[config.mk]
export PLATFORM = sky130hd
export DESIGN_NAME = mtt_top
export DESIGN_NICKNAME = d
export VERILOG_FILES = /design/src/logic/mtt_pkg.sv /design/src/logic/mtt_compare_slot.sv /design/src/logic/mtt_top.sv
export SDC_FILE = /design/constraint.sdc
export NUM_CORES = 1
export LEC_CHECK = 0
export BUFFER_PORTS_ARGS = -buffer_cell sky130_fd_sc_hd__buf_2
export CAP_MARGIN = 20
export CORE_ASPECT_RATIO = 0.75
export CORE_MARGIN = 1.5
export CORE_UTILIZATION = 45
export CTS_CLUSTER_DIAMETER = 40
export DETAILED_ROUTE_END_ITERATION = 8
export PLACE_DENSITY = 0.72
export SETUP_SLACK_MARGIN = 0.05
export SYNTH_ARGS = -nofsm -noshare
export SYNTH_HDL_FRONTEND = slang
export SYNTH_HIERARCHICAL = 1
export SYNTH_SLANG_ARGS = --single-unit
[constraint.sdc]
create_clock -name ref_clk -period 2.3 [get_ports ref_clk]
set_clock_uncertainty 0.15 [all_clocks]
set_input_delay 0.115 -clock ref_clk [delete_from_list [all_inputs] [get_ports ref_clk]]
set_output_delay 0.115 -clock ref_clk [all_outputs]
set_load 0.01 [all_outputs]
[src/logic/mtt_pkg.sv]
// constants for the ten-bit match timer: register map, fields, reset values
`default_nettype none

package mtt_pkg;

    // ****************************************
    // bus geometry
    // ****************************************
    localparam int ADDR_W = 12;
    localparam int DATA_W = 32;
    localparam int CNT_W  = 10;

    // ****************************************
    // register indices, byte address is four times the index
    // ****************************************
    localparam logic [7:0] IDX_CTRL_STATUS = 8'hb0;
    localparam logic [7:0] IDX_CLOCK_PRIO  = 8'hb1;
    localparam logic [7:0] IDX_CMP1_HIGH   = 8'hb2;
    localparam logic [7:0] IDX_CMP1_LOW    = 8'hb3;
    localparam logic [7:0] IDX_CMP2_HIGH   = 8'hb4;
    localparam logic [7:0] IDX_CMP2_LOW    = 8'hb5;
    localparam logic [7:0] IDX_COUNT_HIGH  = 8'hbe;
    localparam logic [7:0] IDX_COUNT_LOW   = 8'hbf;

    // ****************************************
    // field positions
    // ****************************************
    localparam int CSR_RUN_BIT   = 0;
    localparam int CSR_FLAG_LSB  = 1;
    localparam int CTRL_PRIO_LSB = 0;
    localparam int CTRL_SEL_LSB  = 2;
    localparam int HIGH_LSB      = 6;

    // ****************************************
    // encodings
    // ****************************************
    localparam logic [1:0] SEL_DIV2     = 2'h0;
    localparam logic [1:0] SEL_EXT      = 2'h1;
    localparam logic [1:0] PRIO_OFF     = 2'h0;
    localparam logic [3:0] PRE_LAST     = 4'hf;
    localparam logic [1:0] RESP_OKAY    = 2'h0;
    localparam logic [1:0] RESP_SLVERR  = 2'h2;

    // ****************************************
    // reset values
    // ****************************************
    localparam logic       RST_RUN      = 1'h0;
    localparam logic [1:0] RST_IRQ_EN   = 2'h0;
    localparam logic [1:0] RST_CLK_SEL  = 2'h0;
    localparam logic [1:0] RST_PRIO     = 2'h0;
    localparam logic [9:0] RST_COMPARE  = 10'h000;
    localparam logic [9:0] RST_COUNT    = 10'h000;

endpackage

`default_nettype wire

[src/logic/mtt_compare_slot.sv]
// one comparator: buffered compare value, active value, match detect
`default_nettype none

module mtt_compare_slot
    import mtt_pkg::*;
(
    // clock and reset
    input  wire logic             ref_clk,
    input  wire logic             rst,
    // software loads
    input  wire logic             load_low,
    input  wire logic             load_high,
    input  wire logic [7:0]       wr_byte,
    // counter side
    input  wire logic             tick,
    input  wire logic [CNT_W-1:0] next_count,
    output logic                  hit
);

    typedef struct packed {
        logic [CNT_W-1:0] active;
        logic [CNT_W-1:0] buffer;
    } mtt_slot_t;

    mtt_slot_t state;
    mtt_slot_t next_state;

    // ****************************************
    // match only when the counter steps onto the value, not while it idles there
    // ****************************************
    assign hit = tick && (next_count == state.active);

    always_comb begin
        next_state = state;
        if (load_low) begin
            next_state.buffer[7:0] = wr_byte;
        end
        if (load_high) begin
            next_state.buffer[9:8] = wr_byte[7:HIGH_LSB];
        end
        if (hit) begin
            next_state.active = state.buffer;
        end
    end

    always_ff @(posedge ref_clk) begin
        if (rst) begin
            state.active <= RST_COMPARE;
            state.buffer <= RST_COMPARE;
        end else begin
            state <= next_state;
        end
    end
endmodule

`default_nettype wire

[src/logic/mtt_top.sv]
// ten-bit match timer with two comparators behind an axi4-lite slave
//
// Local design decision: the AXI4-Lite register port.
`default_nettype none

// Operation
// - one free-running ten-bit up-counter, two independent comparators
// - clock select bits 3:2: 00 div2, 01 external tick, 1x div16
// - counter reaching active value pulses output and sets that flag
// - written compare is buffered, moves to active only on a match
// - compare high takes bits 9:8 from written 7:6, rest reads zero
// - status read bits 2:1 show comparators matched since last read
// - status read clears both flags and pending request, keeps enables
// - status write bits 2:1 enable interrupt per comparator
// - status write bit 0 gates the counter clock
// - status bits 7:3 always read zero
// - priority bits 1:0: 00 blocks requests, else level one to three
// - match pulse offered as strobe for parallel port output timing
// - match pulse stays internal, never driven onto a pin
// - compare low register stores eight low bits of next compare
// - count high gives bits 9:8 in 7:6, count low bits 7:0
module mtt_top
    import mtt_pkg::*;
(
    // clock and reset
    input  wire logic              ref_clk,
    input  wire logic              rst,
    // axi4-lite write address
    input  wire logic [ADDR_W-1:0] s_axi_awaddr,
    input  wire logic [2:0]        s_axi_awprot,
    input  wire logic              s_axi_awvalid,
    output logic                   s_axi_awready,
    // axi4-lite write data
    input  wire logic [DATA_W-1:0] s_axi_wdata,
    input  wire logic [3:0]        s_axi_wstrb,
    input  wire logic              s_axi_wvalid,
    output logic                   s_axi_wready,
    // axi4-lite write response
    output logic [1:0]             s_axi_bresp,
    output logic                   s_axi_bvalid,
    input  wire logic              s_axi_bready,
    // axi4-lite read address
    input  wire logic [ADDR_W-1:0] s_axi_araddr,
    input  wire logic [2:0]        s_axi_arprot,
    input  wire logic              s_axi_arvalid,
    output logic                   s_axi_arready,
    // axi4-lite read data
    output logic [DATA_W-1:0]      s_axi_rdata,
    output logic [1:0]             s_axi_rresp,
    output logic                   s_axi_rvalid,
    input  wire logic              s_axi_rready,
    // external countdown source, one-cycle pulse per underflow
    input  wire logic              ext_count_tick,
    // internal strobes and interrupt request
    output logic [1:0]             match_strobe,
    output logic                   irq_request,
    output logic [1:0]             irq_priority
);

    // ****************************************
    // state
    // ****************************************
    typedef struct packed {
        logic [CNT_W-1:0]  cnt;
        logic [3:0]        pre;
        logic              run;
        logic [1:0]        irq_en;
        logic [1:0]        flags;
        logic              irq_pend;
        logic [1:0]        clk_sel;
        logic [1:0]        prio;
        logic [1:0]        strobe;
        logic              irq_req;
        logic [1:0]        irq_lvl;
        logic              awready;
        logic              aw_full;
        logic [ADDR_W-1:0] awaddr;
        logic              wready;
        logic              w_full;
        logic [7:0]        wdata;
        logic              wbyte;
        logic              bvalid;
        logic [1:0]        bresp;
        logic              arready;
        logic              rvalid;
        logic [7:0]        rdata;
        logic [1:0]        rresp;
    } mtt_state_t;

    mtt_state_t state;
    mtt_state_t next_state;

    // ****************************************
    // address decode
    // ****************************************
    // returns {mapped, index}; misaligned or out-of-window addresses are unmapped
    function automatic logic [8:0] decode(input logic [ADDR_W-1:0] addr);
        logic [7:0] idx;
        logic       ok;
        idx = addr[9:2];
        ok  = (addr[1:0] == 2'h0) && (addr[11:10] == 2'h0);
        case (idx)
            IDX_CTRL_STATUS, IDX_CLOCK_PRIO, IDX_CMP1_HIGH, IDX_CMP1_LOW,
            IDX_CMP2_HIGH, IDX_CMP2_LOW, IDX_COUNT_HIGH, IDX_COUNT_LOW: begin
                decode = {ok, idx};
            end
            default: begin
                decode = {1'b0, idx};
            end
        endcase
    endfunction

    logic [8:0] wr_dec;
    logic [8:0] rd_dec;
    logic       do_wr;
    logic       wr_ok;
    logic       aw_take;
    logic       w_take;
    logic       ar_take;
    logic       csr_read;

    assign wr_dec   = decode(state.awaddr);
    assign rd_dec   = decode(s_axi_araddr);
    assign aw_take  = s_axi_awvalid && state.awready;
    assign w_take   = s_axi_wvalid && state.wready;
    assign ar_take  = s_axi_arvalid && state.arready;
    assign do_wr    = state.aw_full && state.w_full && !state.bvalid;
    // a write without byte lane 0 is answered but changes nothing
    assign wr_ok    = do_wr && wr_dec[8] && state.wbyte;
    assign csr_read = ar_take && rd_dec[8] && (rd_dec[7:0] == IDX_CTRL_STATUS);

    // ****************************************
    // counter clocking
    // ****************************************
    logic             tick;
    logic             src_tick;
    logic [CNT_W-1:0] next_count;
    logic [1:0]       hit;

    always_comb begin
        case (state.clk_sel)
            SEL_DIV2: begin
                src_tick = state.pre[0];
            end
            SEL_EXT: begin
                src_tick = ext_count_tick;
            end
            default: begin
                src_tick = (state.pre == PRE_LAST);
            end
        endcase
    end

    assign tick       = state.run && src_tick;
    assign next_count = state.cnt + 10'h001;

    // ****************************************
    // comparators
    // ****************************************
    mtt_compare_slot u_slot1 (
        .ref_clk    (ref_clk),
        .rst        (rst),
        .load_low   (wr_ok && (wr_dec[7:0] == IDX_CMP1_LOW)),
        .load_high  (wr_ok && (wr_dec[7:0] == IDX_CMP1_HIGH)),
        .wr_byte    (state.wdata),
        .tick       (tick),
        .next_count (next_count),
        .hit        (hit[0])
    );

    mtt_compare_slot u_slot2 (
        .ref_clk    (ref_clk),
        .rst        (rst),
        .load_low   (wr_ok && (wr_dec[7:0] == IDX_CMP2_LOW)),
        .load_high  (wr_ok && (wr_dec[7:0] == IDX_CMP2_HIGH)),
        .wr_byte    (state.wdata),
        .tick       (tick),
        .next_count (next_count),
        .hit        (hit[1])
    );

    // ****************************************
    // next state
    // ****************************************
    always_comb begin
        next_state = state;

        // prescaler runs from the peripheral clock regardless of the gate
        next_state.pre = state.pre + 4'h1;
        if (tick) begin
            next_state.cnt = next_count;
        end

        // a match in the same cycle as the clearing read survives
        next_state.flags  = (csr_read ? 2'h0 : state.flags) | hit;
        next_state.irq_pend = (csr_read ? 1'b0 : state.irq_pend) | |(hit & state.irq_en);
        next_state.strobe = hit;
        next_state.irq_req = next_state.irq_pend && (state.prio != PRIO_OFF);
        next_state.irq_lvl = state.prio;

        // write address and data, in either order
        if (aw_take) begin
            next_state.aw_full = 1'b1;
            next_state.awready = 1'b0;
            next_state.awaddr  = s_axi_awaddr;
        end
        if (w_take) begin
            next_state.w_full = 1'b1;
            next_state.wready = 1'b0;
            next_state.wdata  = s_axi_wdata[7:0];
            next_state.wbyte  = s_axi_wstrb[0];
        end
        if (do_wr) begin
            next_state.aw_full = 1'b0;
            next_state.w_full  = 1'b0;
            next_state.awready = 1'b1;
            next_state.wready  = 1'b1;
            next_state.bvalid  = 1'b1;
            next_state.bresp   = wr_dec[8] ? RESP_OKAY : RESP_SLVERR;
        end
        if (state.bvalid && s_axi_bready) begin
            next_state.bvalid = 1'b0;
        end

        if (wr_ok && (wr_dec[7:0] == IDX_CTRL_STATUS)) begin
            next_state.run    = state.wdata[CSR_RUN_BIT];
            next_state.irq_en = state.wdata[CSR_FLAG_LSB +: 2];
        end
        if (wr_ok && (wr_dec[7:0] == IDX_CLOCK_PRIO)) begin
            next_state.clk_sel = state.wdata[CTRL_SEL_LSB +: 2];
            next_state.prio    = state.wdata[CTRL_PRIO_LSB +: 2];
        end

        // read path, data captured at the address handshake
        if (ar_take) begin
            next_state.arready = 1'b0;
            next_state.rvalid  = 1'b1;
            next_state.rresp   = rd_dec[8] ? RESP_OKAY : RESP_SLVERR;
            case (rd_dec[7:0])
                IDX_CTRL_STATUS: begin
                    next_state.rdata = {5'h00, state.flags, 1'b0};
                end
                IDX_COUNT_HIGH: begin
                    next_state.rdata = {state.cnt[9:8], 6'h00};
                end
                IDX_COUNT_LOW: begin
                    next_state.rdata = state.cnt[7:0];
                end
                default: begin
                    // write-only registers read as zero
                    next_state.rdata = 8'h00;
                end
            endcase
            if (!rd_dec[8]) begin
                next_state.rdata = 8'h00;
            end
        end
        if (state.rvalid && s_axi_rready) begin
            next_state.rvalid  = 1'b0;
            next_state.arready = 1'b1;
        end
    end

    always_ff @(posedge ref_clk) begin
        if (rst) begin
            state         <= '0;
            state.cnt     <= RST_COUNT;
            state.run     <= RST_RUN;
            state.irq_en  <= RST_IRQ_EN;
            state.clk_sel <= RST_CLK_SEL;
            state.prio    <= RST_PRIO;
            state.awready <= 1'b1;
            state.wready  <= 1'b1;
            state.arready <= 1'b1;
        end else begin
            state <= next_state;
        end
    end

    // ****************************************
    // outputs
    // ****************************************
    assign s_axi_awready = state.awready;
    assign s_axi_wready  = state.wready;
    assign s_axi_bvalid  = state.bvalid;
    assign s_axi_bresp   = state.bresp;
    assign s_axi_arready = state.arready;
    assign s_axi_rvalid  = state.rvalid;
    assign s_axi_rresp   = state.rresp;
    assign s_axi_rdata   = {24'h000000, state.rdata};
    assign match_strobe  = state.strobe;
    assign irq_request   = state.irq_req;
    assign irq_priority  = state.irq_lvl;
endmodule

`default_nettype wire

Yosys cells after proc, flatten, opt, wreduce, memory -nomap -nowiden
Index checks and enable logic that the tools add are counted.

storage, ports and cells
  bits in writable memories = 0
  bits in read-only memories = 0
  memories kept = 0
  register bits after elaboration = 109
  bits in latches = 0
  output and inout bits = 46

cells by class
  shift-type cells = 0
  reductions and logical operators = 36
  muxes and demuxes = 9
  eq/ne operators = 29
  add/subtract/negate cells = 2
  multipliers = 0
  div/mod/pow operators = 0
  bitwise gates (word level) = 3
  $lt $le $gt $ge = 0

operators by type and width
  kind                   number
  $eq 8x8->1 const B     25
  $pmux 8 s3             1
  $logic_and 1x1->1      23
  $eq 10x10->1           2
  $mux 9                 2
  $reduce_or 8->1        2
  $add 10x1->10 const B  1
  $logic_not 2->1        5
  $mux 8                 1
  $reduce_or 2->1        4
  $mux 2                 3
  $add 4x1->4 const B    1
  $eq 4x4->1 const B     1
  $and 2x2->2            1
  $eq 2x1->1 const B     1
  $or 2x2->2             1
  $pmux 1 s2             1
  $reduce_bool 2->1      1
  $logic_not 1->1        1
  $mux 1                 1
  $or 1x1->1             1

Logic depth before layout (Yosys ltp)
Gate-level depths: netlist of the first run.

  word-level depth = 8
  gate-level depth with buffers = 11
  mapped depth without buffers = 10

By module
Netlist of the first run, hierarchy kept.

modules (own cells, without submodules)
  module            times used  seq. area each (µm²)  area each (µm²)  cells each
  mtt_top           1           1,341.3               3,020.4          353
  mtt_compare_slot  2           400.4                 913.4            96

Worst setup path before layout of the first run
OpenSTA, ideal clock, no wires.

  kind = register to register
  start point = register state[59] (netlist name)
  end point = register state, in the netlist irq_request
  buffers on the path = 1
  setup slack = -0.112 ns
  period minus slack after synthesis = 2.412 ns
  arrival = 2.205 ns
  cell stages (with the launch flop) = 12
  required time = 2.092 ns
  path through = dfxtp_1 ha_1 nand3_1 nor2_1 xor2_1 xnor2_1 nand4_1 buf_6 nor3_1 a22oi_1 o22ai_1 o21a_1

RTL lines
  element                 line            RTL
  end signal: assignment  mtt_top.sv:276  state <= next_state;
  end: declaration        mtt_top.sv:90   mtt_state_t state;

==> flow_summary.json, run 1 <==
{
  "topRoutingLayerUsed": "met4",
  "layout_min_cycle_time_ps": 2370,
  "clock_sink_count": 107,
  "setup_slack_ps": -69.0,
  "post_route_cells_drive_above_1_share_pct": 27.3,
  "synth-async-reset-ratio_pct": 0,
  "syn_to_final_growth_pct": 28.3,
  "fin_total_pwr_mw": 3.56,
  "critical_path_arrival_ps": 2510,
  "number_of_antenna_violations_at_the_first_check_in_global_routing": 0,
  "grt.total_usage_pct": 20.3,
  "critical_path.startpoint_type": "flip-flop",
  "detail_route.first_pass.iterations": 4,
  "worstHoldPathCells": 4,
  "final_design_area_no_fill_um2": 6220,
  "r2r_slack_ps": -70,
  "outcome": "finished, violations left",
  "critPathMostFrequentCell": "sky130_fd_sc_hd__xnor2_2",
  "worst-setup-path-type": "reg -> reg",
  "failing_checks": "setup timing",
  "seqPwrFrac_pct": 54.1,
  "synth_seq_cells": 107,
  "worstMarginPinSlew_ps": 622,
  "mappedNetlistArea_um2": 4850,
  "grt_overflow": 0,
  "clk_latency_ps": 350,
  "critical_path.max_fanout": 4,
  "switchingPower_uw": 835,
  "grt_setup_unrepaired": "true",
  "utilization_pct": 60.0,
  "synth.top_cells.by_area": "sky130_fd_sc_hd__dfxtp_1 (44%), sky130_fd_sc_hd__buf_4 (6.8%), sky130_fd_sc_hd__a21oi_1 (6.0%)",
  "power.share.switching_pct": 23.5,
  "antenna_cells": 0,
  "comb_power_share_pct": 6.6,
  "syn_avg_cell_area_um2": 8.89,
  "cell_internal_pwr_mw": 2.72,
  "required_time_of_the_critical_path_ps": 2440,
  "detail_route.drc_violations": 0,
  "portBuffers": 60,
  "maxClockFrequency_mhz": 422,
  "synth.yosys.seq_area_share_pct": 44.2,
  "chipHeight_um": 92.9,
  "max-vdd-ir-drop_v": 0.000401,
  "clock_tree_from_tritoncts": "yes",
  "dr.first_iter.drc_count": 244,
  "synth.lib_cells_used.distinct": 48,
  "floorplan.initialDensity_pct": 46.7,
  "setup_violations": 9,
  "critical_path.n_buffers_inverters": 1,
  "hold_viol_final": 0,
  "hold_slack_ps": 7.94,
  "worstSetupEndpointType": "flip-flop",
  "wire_length_of_the_first_global_routing_pass_um": 18100,
  "worst-r2r-cell-count": 10,
  "routed-wl-met2_um": 5590,
  "finalWeightedCongestion": 0.845,
  "inserted_clock_buffers": 9,
  "grt_max_degree": 96,
  "vias": 4108,
  "first_global_vias": 3863,
  "dpl.hpwl_um": 7360,
  "met3_routed_length_um": 570,
  "vias_per_cell": 5.22,
  "critical_path.cell_chain": "and4_4 -> nand4_1 -> xnor2_2 -> buf_4 -> xnor2_2 -> nand3_2 -> nor3_2 -> a22oi_1 -> o22ai_1 -> o21a_1",
  "leak_nw": 2.36,
  "synth_top_area_cell": "sky130_fd_sc_hd__dfxtp_1",
  "ratio_of_final_minimum_period_to_clock_period_pct": 103,
  "yosys_warnings": 6,
  "power_per_cell_area_nw_per_um2": 573,
  "route.antenna.remaining_nets": 0,
  "timing.hold.worst_endpoint": "s_axi_rresp[1]$_SDFFE_PP0P_",
  "hp-class": "in -> reg",
  "maxCapViolations": 0,
  "floorplan.core_area_um2": 10400,
  "timing.max_slew.rel_slack_pct": 58.6,
  "synth.top_cell.area_share_pct": 44.2,
  "fp.dieArea_um2": 11400,
  "design.portCount": 120,
  "clock_path_buffers": 2,
  "ctsHtreeMaxLevel": 3,
  "route.detailed.wl_per_inst_um": 14.7,
  "final_net_count": 723,
  "drt-met1-wl_um": 5190,
  "routed_wirelength_um": 11500,
  "setup-tns-final_ps": -205,
  "post_synth_inst_count": 545,
  "cpPeakStageDelay_ps": 370,
  "clock-root-buffer": "sky130_fd_sc_hd__clkbuf_16",
  "origin_of_the_critical_flop_to_flop_path": "state[59]$_SDFFE_PP0P_",
  "launch_point_of_the_worst_hold_path": "s_axi_araddr[5]",
  "critPathSlowestCell": "sky130_fd_sc_hd__dfxtp_4",
  "report.final.slew_viol_count": 0,
  "num_rows": 32,
  "count_of_flip_flops_with_a_built_in_enable_after_synthesis": 0,
  "placedInstanceArea_um2": 5220,
  "capturing_point_of_the_worst_reg2reg_path": "irq_request$_SDFF_PP0_",
  "chipWidth_um": 123,
  "synth_flop_cell": "sky130_fd_sc_hd__dfxtp_1",
  "clock_power_share_pct": 39.3,
  "critical_path.startpoint": "state[59]$_SDFFE_PP0P_",
  "clk_transition_reported_paths_ps": 70,
  "path_delay_family": "simple AND/OR/NAND/NOR gates"
}
==> layout by cell type, fill, tap and decap left out, types with 4 or more instances in the layout <==
cell / instances
sky130_fd_sc_hd__dfxtp_1: 101
sky130_fd_sc_hd__o21ai_0: 19
sky130_fd_sc_hd__nand2_1: 53
sky130_fd_sc_hd__a22o_1: 4
sky130_fd_sc_hd__and3_1: 5
sky130_fd_sc_hd__or3_1: 6
sky130_fd_sc_hd__dfxtp_2: 4
sky130_fd_sc_hd__clkbuf_16: 9
sky130_fd_sc_hd__buf_4: 43
sky130_fd_sc_hd__buf_2: 60
sky130_fd_sc_hd__xnor2_2: 9
sky130_fd_sc_hd__mux2i_1: 23
sky130_fd_sc_hd__nand3_1: 8
sky130_fd_sc_hd__nor2_1: 32
sky130_fd_sc_hd__conb_1: 26
sky130_fd_sc_hd__nand2b_1: 5
sky130_fd_sc_hd__inv_1: 9
sky130_fd_sc_hd__o31ai_4: 6
sky130_fd_sc_hd__and4_1: 5
sky130_fd_sc_hd__buf_6: 6
sky130_fd_sc_hd__o31ai_2: 6
sky130_fd_sc_hd__dlygate4sd3_1: 27
sky130_fd_sc_hd__o21a_1: 4
sky130_fd_sc_hd__nand4_1: 26
sky130_fd_sc_hd__nor2b_1: 4
sky130_fd_sc_hd__xnor2_1: 18
sky130_fd_sc_hd__a21oi_1: 57
sky130_fd_sc_hd__o31ai_1: 10
==> repair_timing <==
action                     4_1_cts  5_1_grt
resized for setup               13       54
gates cloned                     0        1
buffers inserted                 9       14
setup endpoints to repair       13       26
pin swaps                       11       17
hold buffers                    27        0
hold endpoints to repair        27        0
==> synth_stat cells (4+ instances only) <==
cell type / count
sky130_fd_sc_hd__o21ai_0: 19
sky130_fd_sc_hd__buf_4: 44
sky130_fd_sc_hd__xor2_1: 5
sky130_fd_sc_hd__and4_1: 8
sky130_fd_sc_hd__nor2_1: 34
sky130_fd_sc_hd__buf_2: 9
sky130_fd_sc_hd__a21oi_1: 58
sky130_fd_sc_hd__or3_1: 7
sky130_fd_sc_hd__a22o_1: 4
sky130_fd_sc_hd__dfxtp_1: 107
sky130_fd_sc_hd__o31ai_1: 22
sky130_fd_sc_hd__xnor2_1: 27
sky130_fd_sc_hd__inv_1: 9
sky130_fd_sc_hd__clkbuf_1: 15
sky130_fd_sc_hd__nand4_1: 26
sky130_fd_sc_hd__nand2_1: 57
sky130_fd_sc_hd__nor2b_1: 5
sky130_fd_sc_hd__nand3_1: 10
sky130_fd_sc_hd__o21a_1: 4
sky130_fd_sc_hd__mux2i_1: 23
sky130_fd_sc_hd__nand2b_1: 5
sky130_fd_sc_hd__and3_1: 8
==> state kept, by name (all words and copies together), names as in the netlist <==
| register | flops |
|---|---|
| match_strobe | 2 |
| next_state | 2 |
| s_axi_bresp | 1 |
| s_axi_wready | 1 |
| s_axi_rresp | 1 |
| s_axi_rvalid | 1 |
| u_slot2/state | 20 |
| s_axi_rdata | 8 |
| s_axi_awready | 1 |
| s_axi_bvalid | 1 |
| u_slot1/state | 20 |
| s_axi_arready | 1 |
| irq_request | 1 |
| state | 45 |
| irq_priority | 2 |
==> layout make-up <==
cell class	instances	area (µm²)
multi-input combinational	382	2600
timing repair buffer	138	1000
clock inverter	4	27.5
tap	136	170
clock buffer	11	233
fill	893	4150
inverter	9	33.8
sequential	107	2150
==> routing by layer <==
metal | up-vias | track usage [%]
met5 | - | 0
met4 | 0 | 7.07
met3 | 16 | 5.23
met2 | 108 | 33.1
met1 | 1928 | 25.9
li1 | 2056 | -
==> worst max path at each step <==
stage | endpoint | slack (ps) | cells past startpoint
finish | irq_request$_SDFF_PP0_ | -70 | 10
global route | irq_request$_SDFF_PP0_ | -200 | 10
floorplan | irq_request$_SDFF_PP0_ | 50 | 10
CTS | irq_request$_SDFF_PP0_ | 20 | 9
detailed placement | irq_request$_SDFF_PP0_ | -30 | 10
global placement | irq_request$_SDFF_PP0_ | 50 | 10
==> power by group through the flow <==
| stage | Clock [mW] | Sequential (mW) | Combinational, mW |
|---|---|---|---|
| global route | 1.50 | 1.93 | 0.263 |
| CTS | 1.42 | 1.92 | 0.230 |
| floorplan | 0 | 1.96 | 0.160 |
| global placement | 0 | 1.97 | 0.187 |
| detailed placement | 0 | 1.97 | 0.194 |
| finish | 1.40 | 1.93 | 0.236 |
==> worst min-delay path, cell delays in order <==
cell and delay, ps:
sky130_fd_sc_hd__buf_2 100, sky130_fd_sc_hd__a21oi_1 40, sky130_fd_sc_hd__nor2_1 100, sky130_fd_sc_hd__o21a_1 120
==> stage by stage <==
stage	setup WS (ps)	instances
global placement	45.1	724
finish	-69.0	787
CTS	22.0	775
global route	-202	787
detailed placement	-33.7	724
floorplan	51.5	570
==> cell families (layout without fill, tap and decap cells) <==
group	Yosys count	in the layout	share of synthesized area [%]
AOI/OAI and AO/OA	118	118	14.6
and+or+nand+nor	179	179	19.4
DFF	107	107	44.2
xor gates and xnor gates	32	32	5.78
other	1	26	0.0774
buffers and inverters	81	162	10.2
adders and majority gates	2	2	0.516
muxes	25	25	5.21
(Power assumes the default switching activity.)
==> run 2, diff against run 1 <==
- PLACE_DENSITY: 0.72 -> 0.75
==> run 2 against run 1 <==
  * The run still ends with setup timing left
  * Flip-flop and latch count unchanged
  * Sequential power barely moved
  * Critical path type unchanged
  * Non-clock buffer count fell by 3
  * Worst hold slack better by 15 ps
  * Critical path depth stayed put
  * Sequential share of layout area is 0.060 points lower
  * Total power increased by 4.4%
  * Critical endpoint is now u_slot1/state[13]$_SDFFE_PP0P_
  * Clock power increased by 11%
  * Utilization unchanged
  * Largest cell class unchanged
==> flow_summary.json, run 2 (synthesis results as in run 1) <==
{
  "outcome": "finished, violations left",
  "failing_checks": "setup timing",
  "syn_to_final_growth_pct": 28.3,
  "final_design_area_no_fill_um2": 6220,
  "num_rows": 32,
  "grt_setup_unrepaired": "true",
  "critPathMostFrequentCell": "sky130_fd_sc_hd__buf_4",
  "utilization_pct": 60.0,
  "power.share.switching_pct": 22.6,
  "seqPwrFrac_pct": 51.7,
  "route.detailed.wl_per_inst_um": 14.9,
  "setup_violations": 7,
  "path_delay_family": "buffers and inverters",
  "clk_transition_reported_paths_ps": 70,
  "dr.first_iter.drc_count": 324,
  "vias": 4138,
  "hold_viol_final": 0,
  "fin_total_pwr_mw": 3.72,
  "setup_slack_ps": -44.5,
  "critical_path.startpoint_type": "flip-flop",
  "clock_tree_from_tritoncts": "yes",
  "switchingPower_uw": 841,
  "leak_nw": 2.35,
  "r2r_slack_ps": -40,
  "fp.dieArea_um2": 11400,
  "antenna_cells": 0,
  "critPathSlowestCell": "sky130_fd_sc_hd__dfxtp_4",
  "timing.max_slew.rel_slack_pct": 59.0,
  "worstSetupEndpointType": "flip-flop",
  "launch_point_of_the_worst_hold_path": "s_axi_araddr[11]",
  "ctsHtreeMaxLevel": 3,
  "worst-setup-path-type": "reg -> reg",
  "reg.largest.list": "state (45), u_slot1/state (20), u_slot2/state (20)",
  "placedInstanceArea_um2": 5250,
  "clock_power_share_pct": 42.0,
  "origin_of_the_critical_flop_to_flop_path": "state[59]$_SDFFE_PP0P_",
  "largest_reg_flops": 45,
  "critical_path_arrival_ps": 2420,
  "critical_path.cell_chain": "ha_4 -> buf_4 -> buf_4 -> xor2_1 -> buf_4 -> xnor2_1 -> nand3_2 -> buf_4 -> o31ai_1 -> a21oi_1",
  "detail_route.first_pass.iterations": 4,
  "maxClockFrequency_mhz": 427,
  "number_of_antenna_violations_at_the_first_check_in_global_routing": 0,
  "chipWidth_um": 123,
  "ratio_of_final_minimum_period_to_clock_period_pct": 102,
  "power_per_cell_area_nw_per_um2": 598,
  "required_time_of_the_critical_path_ps": 2380,
  "cell_internal_pwr_mw": 2.88,
  "layout_min_cycle_time_ps": 2340,
  "finalWeightedCongestion": 0.858,
  "regMostFlops": "state",
  "chipHeight_um": 92.9,
  "hold_slack_ps": 23.0,
  "maxCapViolations": 0,
  "critical_path.n_buffers_inverters": 4,
  "clock_sink_count": 107,
  "floorplan.core_area_um2": 10400,
  "grt.total_usage_pct": 20.5,
  "clock_path_buffers": 2,
  "cpPeakStageDelay_ps": 370,
  "comb_power_share_pct": 6.3,
  "final_common_cell": "sky130_fd_sc_hd__dfxtp_1",
  "max-vdd-ir-drop_v": 0.000439,
  "vias_per_cell": 5.28,
  "detail_route.drc_violations": 0,
  "first_global_vias": 3921,
  "grt_overflow": 0,
  "inserted_clock_buffers": 9,
  "hp-class": "in -> reg",
  "final_net_count": 720,
  "setup-tns-final_ps": -159,
  "report.final.slew_viol_count": 0,
  "clock-root-buffer": "sky130_fd_sc_hd__clkbuf_16",
  "floorplan.initialDensity_pct": 46.7,
  "dpl.hpwl_um": 7460,
  "route.antenna.remaining_nets": 0,
  "critical_path.max_fanout": 10,
  "layout.cells.most_common_list": "sky130_fd_sc_hd__dfxtp_1 (104), sky130_fd_sc_hd__buf_2 (60), sky130_fd_sc_hd__nand2_1 (57)",
  "portBuffers": 60,
  "critical_path.startpoint": "state[59]$_SDFFE_PP0P_",
  "grt_max_degree": 79,
  "worstMarginPinSlew_ps": 606,
  "wire_length_of_the_first_global_routing_pass_um": 18500,
  "clk_latency_ps": 350,
  "post_route_cells_drive_above_1_share_pct": 25.8,
  "design.portCount": 120,
  "routed_wirelength_um": 11700
}
-- run 2: cell types whose count changed in the layout (fill, tap and decap cells not counted), sizes merged --
| cell | previous run | this run |
|---|---|---|
| inv | 10 | 11 |
| dlygate4sd3 | 27 | 28 |
| clkinv | 3 | 1 |
| bufinv | 0 | 1 |
| buf | 111 | 107 |
-- run 2: power groups by stage --
| stage | combinational (mW) | clock [mW] | sequential, mW |
|---|---|---|---|
| finish | 0.234 | 1.56 | 1.92 |
| global route | 0.261 | 1.68 | 1.93 |
| CTS | 0.231 | 1.60 | 1.92 |
| detailed placement | 0.193 | 0 | 1.97 |
| global placement | 0.187 | 0 | 1.97 |
| floorplan | 0.160 | 0 | 1.96 |
-- run 2: final timing paths --
kind | to | cells after the start
max | u_slot1/state[13]$_SDFFE_PP0P_ | 10
min | state[49]$_SDFF_PP0_ | 4
min reg2reg | irq_request$_SDFF_PP0_ | 1
max reg2reg | u_slot1/state[13]$_SDFFE_PP0P_ | 10
-- run 2: area by class of cell --
class | instances | area, µm²
flip-flops and latches | 107 | 2150
well taps | 136 | 170
repair buffers | 135 | 976
multi-input cells | 382 | 2580
clock inverters | 4 | 58.8
fillers | 855 | 4150
clock buffers | 11 | 243
inverters | 9 | 33.8
-- run 2: layer usage --
layer	GRT usage (%)	routed length, µm
met1	26.7	5150
met2	33.0	5610
met3	5.73	702
met4	6.30	222
met5	0	0
-- run 2: worst reg2reg max path: cells and delay by family, from the launching register on --
| kind | cells | cell delay [ps] |
|---|---|---|
| flip-flops | 1 | 370 |
| adder cells (fa/ha/maj) | 1 | 170 |
| AO/OA/AOI/OAI | 2 | 400 |
| XOR/XNOR | 2 | 370 |
| AND/OR/NAND/NOR | 1 | 170 |
| buffers and inverters | 4 | 610 |
-- run 2: through the flow --
step                cells  worst slack, ps
floorplan             570             51.5
finish                784            -44.5
global placement      727             27.0
detailed placement    727             -174
CTS                   776            -29.9
global route          784             -209
-- run 2: what timing repair did --
item,4_1_cts,5_1_grt
pin swaps,12,25
setup buffers,4,9
setup endpoints to repair,25,26
hold buffers,28,0
gates resized for setup,18,44
cloned,2,1
endpoints found under the hold margin,27,0
==> run 3, diff against run 2 <==
- PLACE_DENSITY: 0.75 -> 0.72
- clock period: 2.3 -> 2.5 ns (I/O delays scaled with it)
==> run 3 against run 2 <==
  * The run now ends clean
  * Non-clock buffer count fell by 12
  * Utilization down 2.6 points
  * First-iteration DRC count is 18% lower
  * Sequential share of layout area rose by 1.7 points
  * Clock power fell by 6%
  * Die area stayed put
  * Worst hold slack about the same
  * Fmax increased by 0.95%
  * Final area fell by 4.4%
  * Critical path depth did not move
  * Critical path type unchanged
  * Largest power group unchanged
==> flow_summary.json, run 3 (synthesis results as in run 1) <==
{
  "regMostFlops": "state",
  "clock-root-buffer": "sky130_fd_sc_hd__clkbuf_16",
  "finalWeightedCongestion": 0.888,
  "critical_path_arrival_ps": 2470,
  "clock_sink_count": 107,
  "first_global_vias": 3809,
  "detail_route.drc_violations": 0,
  "antenna_cells": 0,
  "chipHeight_um": 92.9,
  "multi_input_area_um2": 2410,
  "floorplan.core_area_um2": 10400,
  "setup-tns-final_ps": 0,
  "outcome": "finished clean",
  "clk_transition_reported_paths_ps": 70,
  "routed_wirelength_um": 11100,
  "reg.largest.list": "state (45), u_slot1/state (20), u_slot2/state (20)",
  "ratio_of_final_minimum_period_to_clock_period_pct": 92.9,
  "clock_path_buffers": 2,
  "leak_nw": 2.24,
  "design.portCount": 120,
  "fillCellCount": 899,
  "critical_path.n_buffers_inverters": 1,
  "final_design_area_no_fill_um2": 5940,
  "num_rows": 32,
  "hp-class": "in -> reg",
  "final_net_count": 708,
  "chipWidth_um": 123,
  "hold_viol_final": 0,
  "setup_violations": 0,
  "timing.max_slew.rel_slack_pct": 60.0,
  "route.antenna.remaining_nets": 0,
  "fp.dieArea_um2": 11400,
  "clk_latency_ps": 360,
  "dr.first_iter.drc_count": 267,
  "layout.cells.most_common_list": "sky130_fd_sc_hd__dfxtp_1 (101), sky130_fd_sc_hd__buf_2 (60), sky130_fd_sc_hd__a21oi_1 (58)",
  "vias": 4060,
  "critPathSlowestCell": "sky130_fd_sc_hd__dfxtp_4",
  "inserted_clock_buffers": 9,
  "detail_route.first_pass.iterations": 5,
  "layout_min_cycle_time_ps": 2320,
  "dpl.hpwl_um": 7740,
  "grt.total_usage_pct": 20.0,
  "number_of_antenna_violations_at_the_first_check_in_global_routing": 0,
  "required_time_of_the_critical_path_ps": 2650,
  "final_common_cell": "sky130_fd_sc_hd__dfxtp_1",
  "critical_path.cell_chain": "and4_4 -> nand4_1 -> xnor2_1 -> buf_4 -> xnor2_2 -> nand3_1 -> nor3_2 -> a22oi_1 -> o22ai_1 -> o21a_1",
  "clock_tree_from_tritoncts": "yes",
  "ctsHtreeMaxLevel": 3,
  "placedInstanceArea_um2": 5180,
  "vias_per_cell": 5.25,
  "post_route_cells_drive_above_1_share_pct": 21.2,
  "grt_overflow": 0,
  "grt_max_degree": 95,
  "maxClockFrequency_mhz": 431,
  "max-vdd-ir-drop_v": 0.000421,
  "worst-setup-path-type": "reg -> reg",
  "worstSetupEndpointType": "flip-flop",
  "grt_setup_unrepaired": "false",
  "floorplan.initialDensity_pct": 46.7,
  "sequential_cell_area_um2": 2160,
  "wire_length_of_the_first_global_routing_pass_um": 17900,
  "largest_reg_flops": 45,
  "utilization_pct": 57.3,
  "critical_path.max_fanout": 3,
  "critical_path.startpoint_type": "flip-flop",
  "route.detailed.wl_per_inst_um": 14.4,
  "cpPeakStageDelay_ps": 370,
  "worstMarginPinSlew_ps": 600,
  "maxCapViolations": 0,
  "path_delay_family": "simple AND/OR/NAND/NOR gates",
  "syn_to_final_growth_pct": 22.6,
  "power_per_cell_area_nw_per_um2": 580,
  "report.final.slew_viol_count": 0,
  "portBuffers": 60
}
run 3: changes by cell type in the layout (fill, tap and decap cells not counted), moves of 5 or more:
cell,change
sky130_fd_sc_hd__o31ai_1,+10
sky130_fd_sc_hd__buf_4,-7
sky130_fd_sc_hd__o31ai_4,-6
sky130_fd_sc_hd__xnor2_2,-5
run 3: final timing paths:
check                                            startpoint                     endpoint  slack, ps  cells after the start
worst max-delay path                 state[62]$_SDFFE_PP0P_       irq_request$_SDFF_PP0_        180                     10
worst min-delay path                          s_axi_arvalid  s_axi_rresp[1]$_SDFFE_PP0P_         20                      4
worst max register to register       state[62]$_SDFFE_PP0P_       irq_request$_SDFF_PP0_        180                     10
worst min register to register  s_axi_rdata[6]$_SDFFE_PP0P_  s_axi_rdata[6]$_SDFFE_PP0P_        310                      2
run 3: stage by stage:
step / hold slack (ps) / setup slack, ps / power (mW) / std cells
floorplan: 75.4 / 87.5 / 1.95 / 570
detailed placement: 211 / 22.6 / 1.99 / 723
global placement: 184 / 107 / 1.98 / 723
CTS: 11.8 / 67.5 / 3.48 / 769
finish: 23.1 / 177 / 3.44 / 773
global route: 24.0 / 35.0 / 3.58 / 773
run 3: worst min-delay path: stages:
cell	delay [ps]
sky130_fd_sc_hd__buf_2	100
sky130_fd_sc_hd__a21oi_1	70
sky130_fd_sc_hd__nor2_1	80
sky130_fd_sc_hd__o21a_1	110
run 3: power by group:
group | internal, mW | leakage (nW) | switching (mW) | total [mW]
Combinational | 0.0985 | 1.22 | 0.116 | 0.215
Sequential | 1.73 | 0.871 | 0.0354 | 1.77
Clock | 0.794 | 0.149 | 0.666 | 1.46
Total | 2.63 | 2.24 | 0.817 | 3.44
run 3: cell type report:
cell class                      instances  area share (%)
Inverter                                9           0.568
Sequential cell                       107            36.3
Multi-Input combinational cell        382            40.6
Timing Repair Buffer                  123            14.4
Tap cell                              136            2.86
Clock buffer                            9            3.79
Clock inverter                          7            1.41
run 3: metal layers:
layer	track usage (%)	vias to the layer above	part of all wire [%]
met3	5.97	12	6.3
met2	30.3	120	45
met1	27.2	1892	48
met4	6.01	0	1.2
met5	0	-	0
li1	-	2036	-
run 3: timing repair:
action | 4_1_cts | 5_1_grt
setup endpoints to repair | 1 | 6
pin swaps | 2 | 8
setup buffers | 1 | 4
resized for setup | 7 | 21
hold buffers | 29 | 0
endpoints found under the hold margin | 27 | 0
cloned | 0 | 0
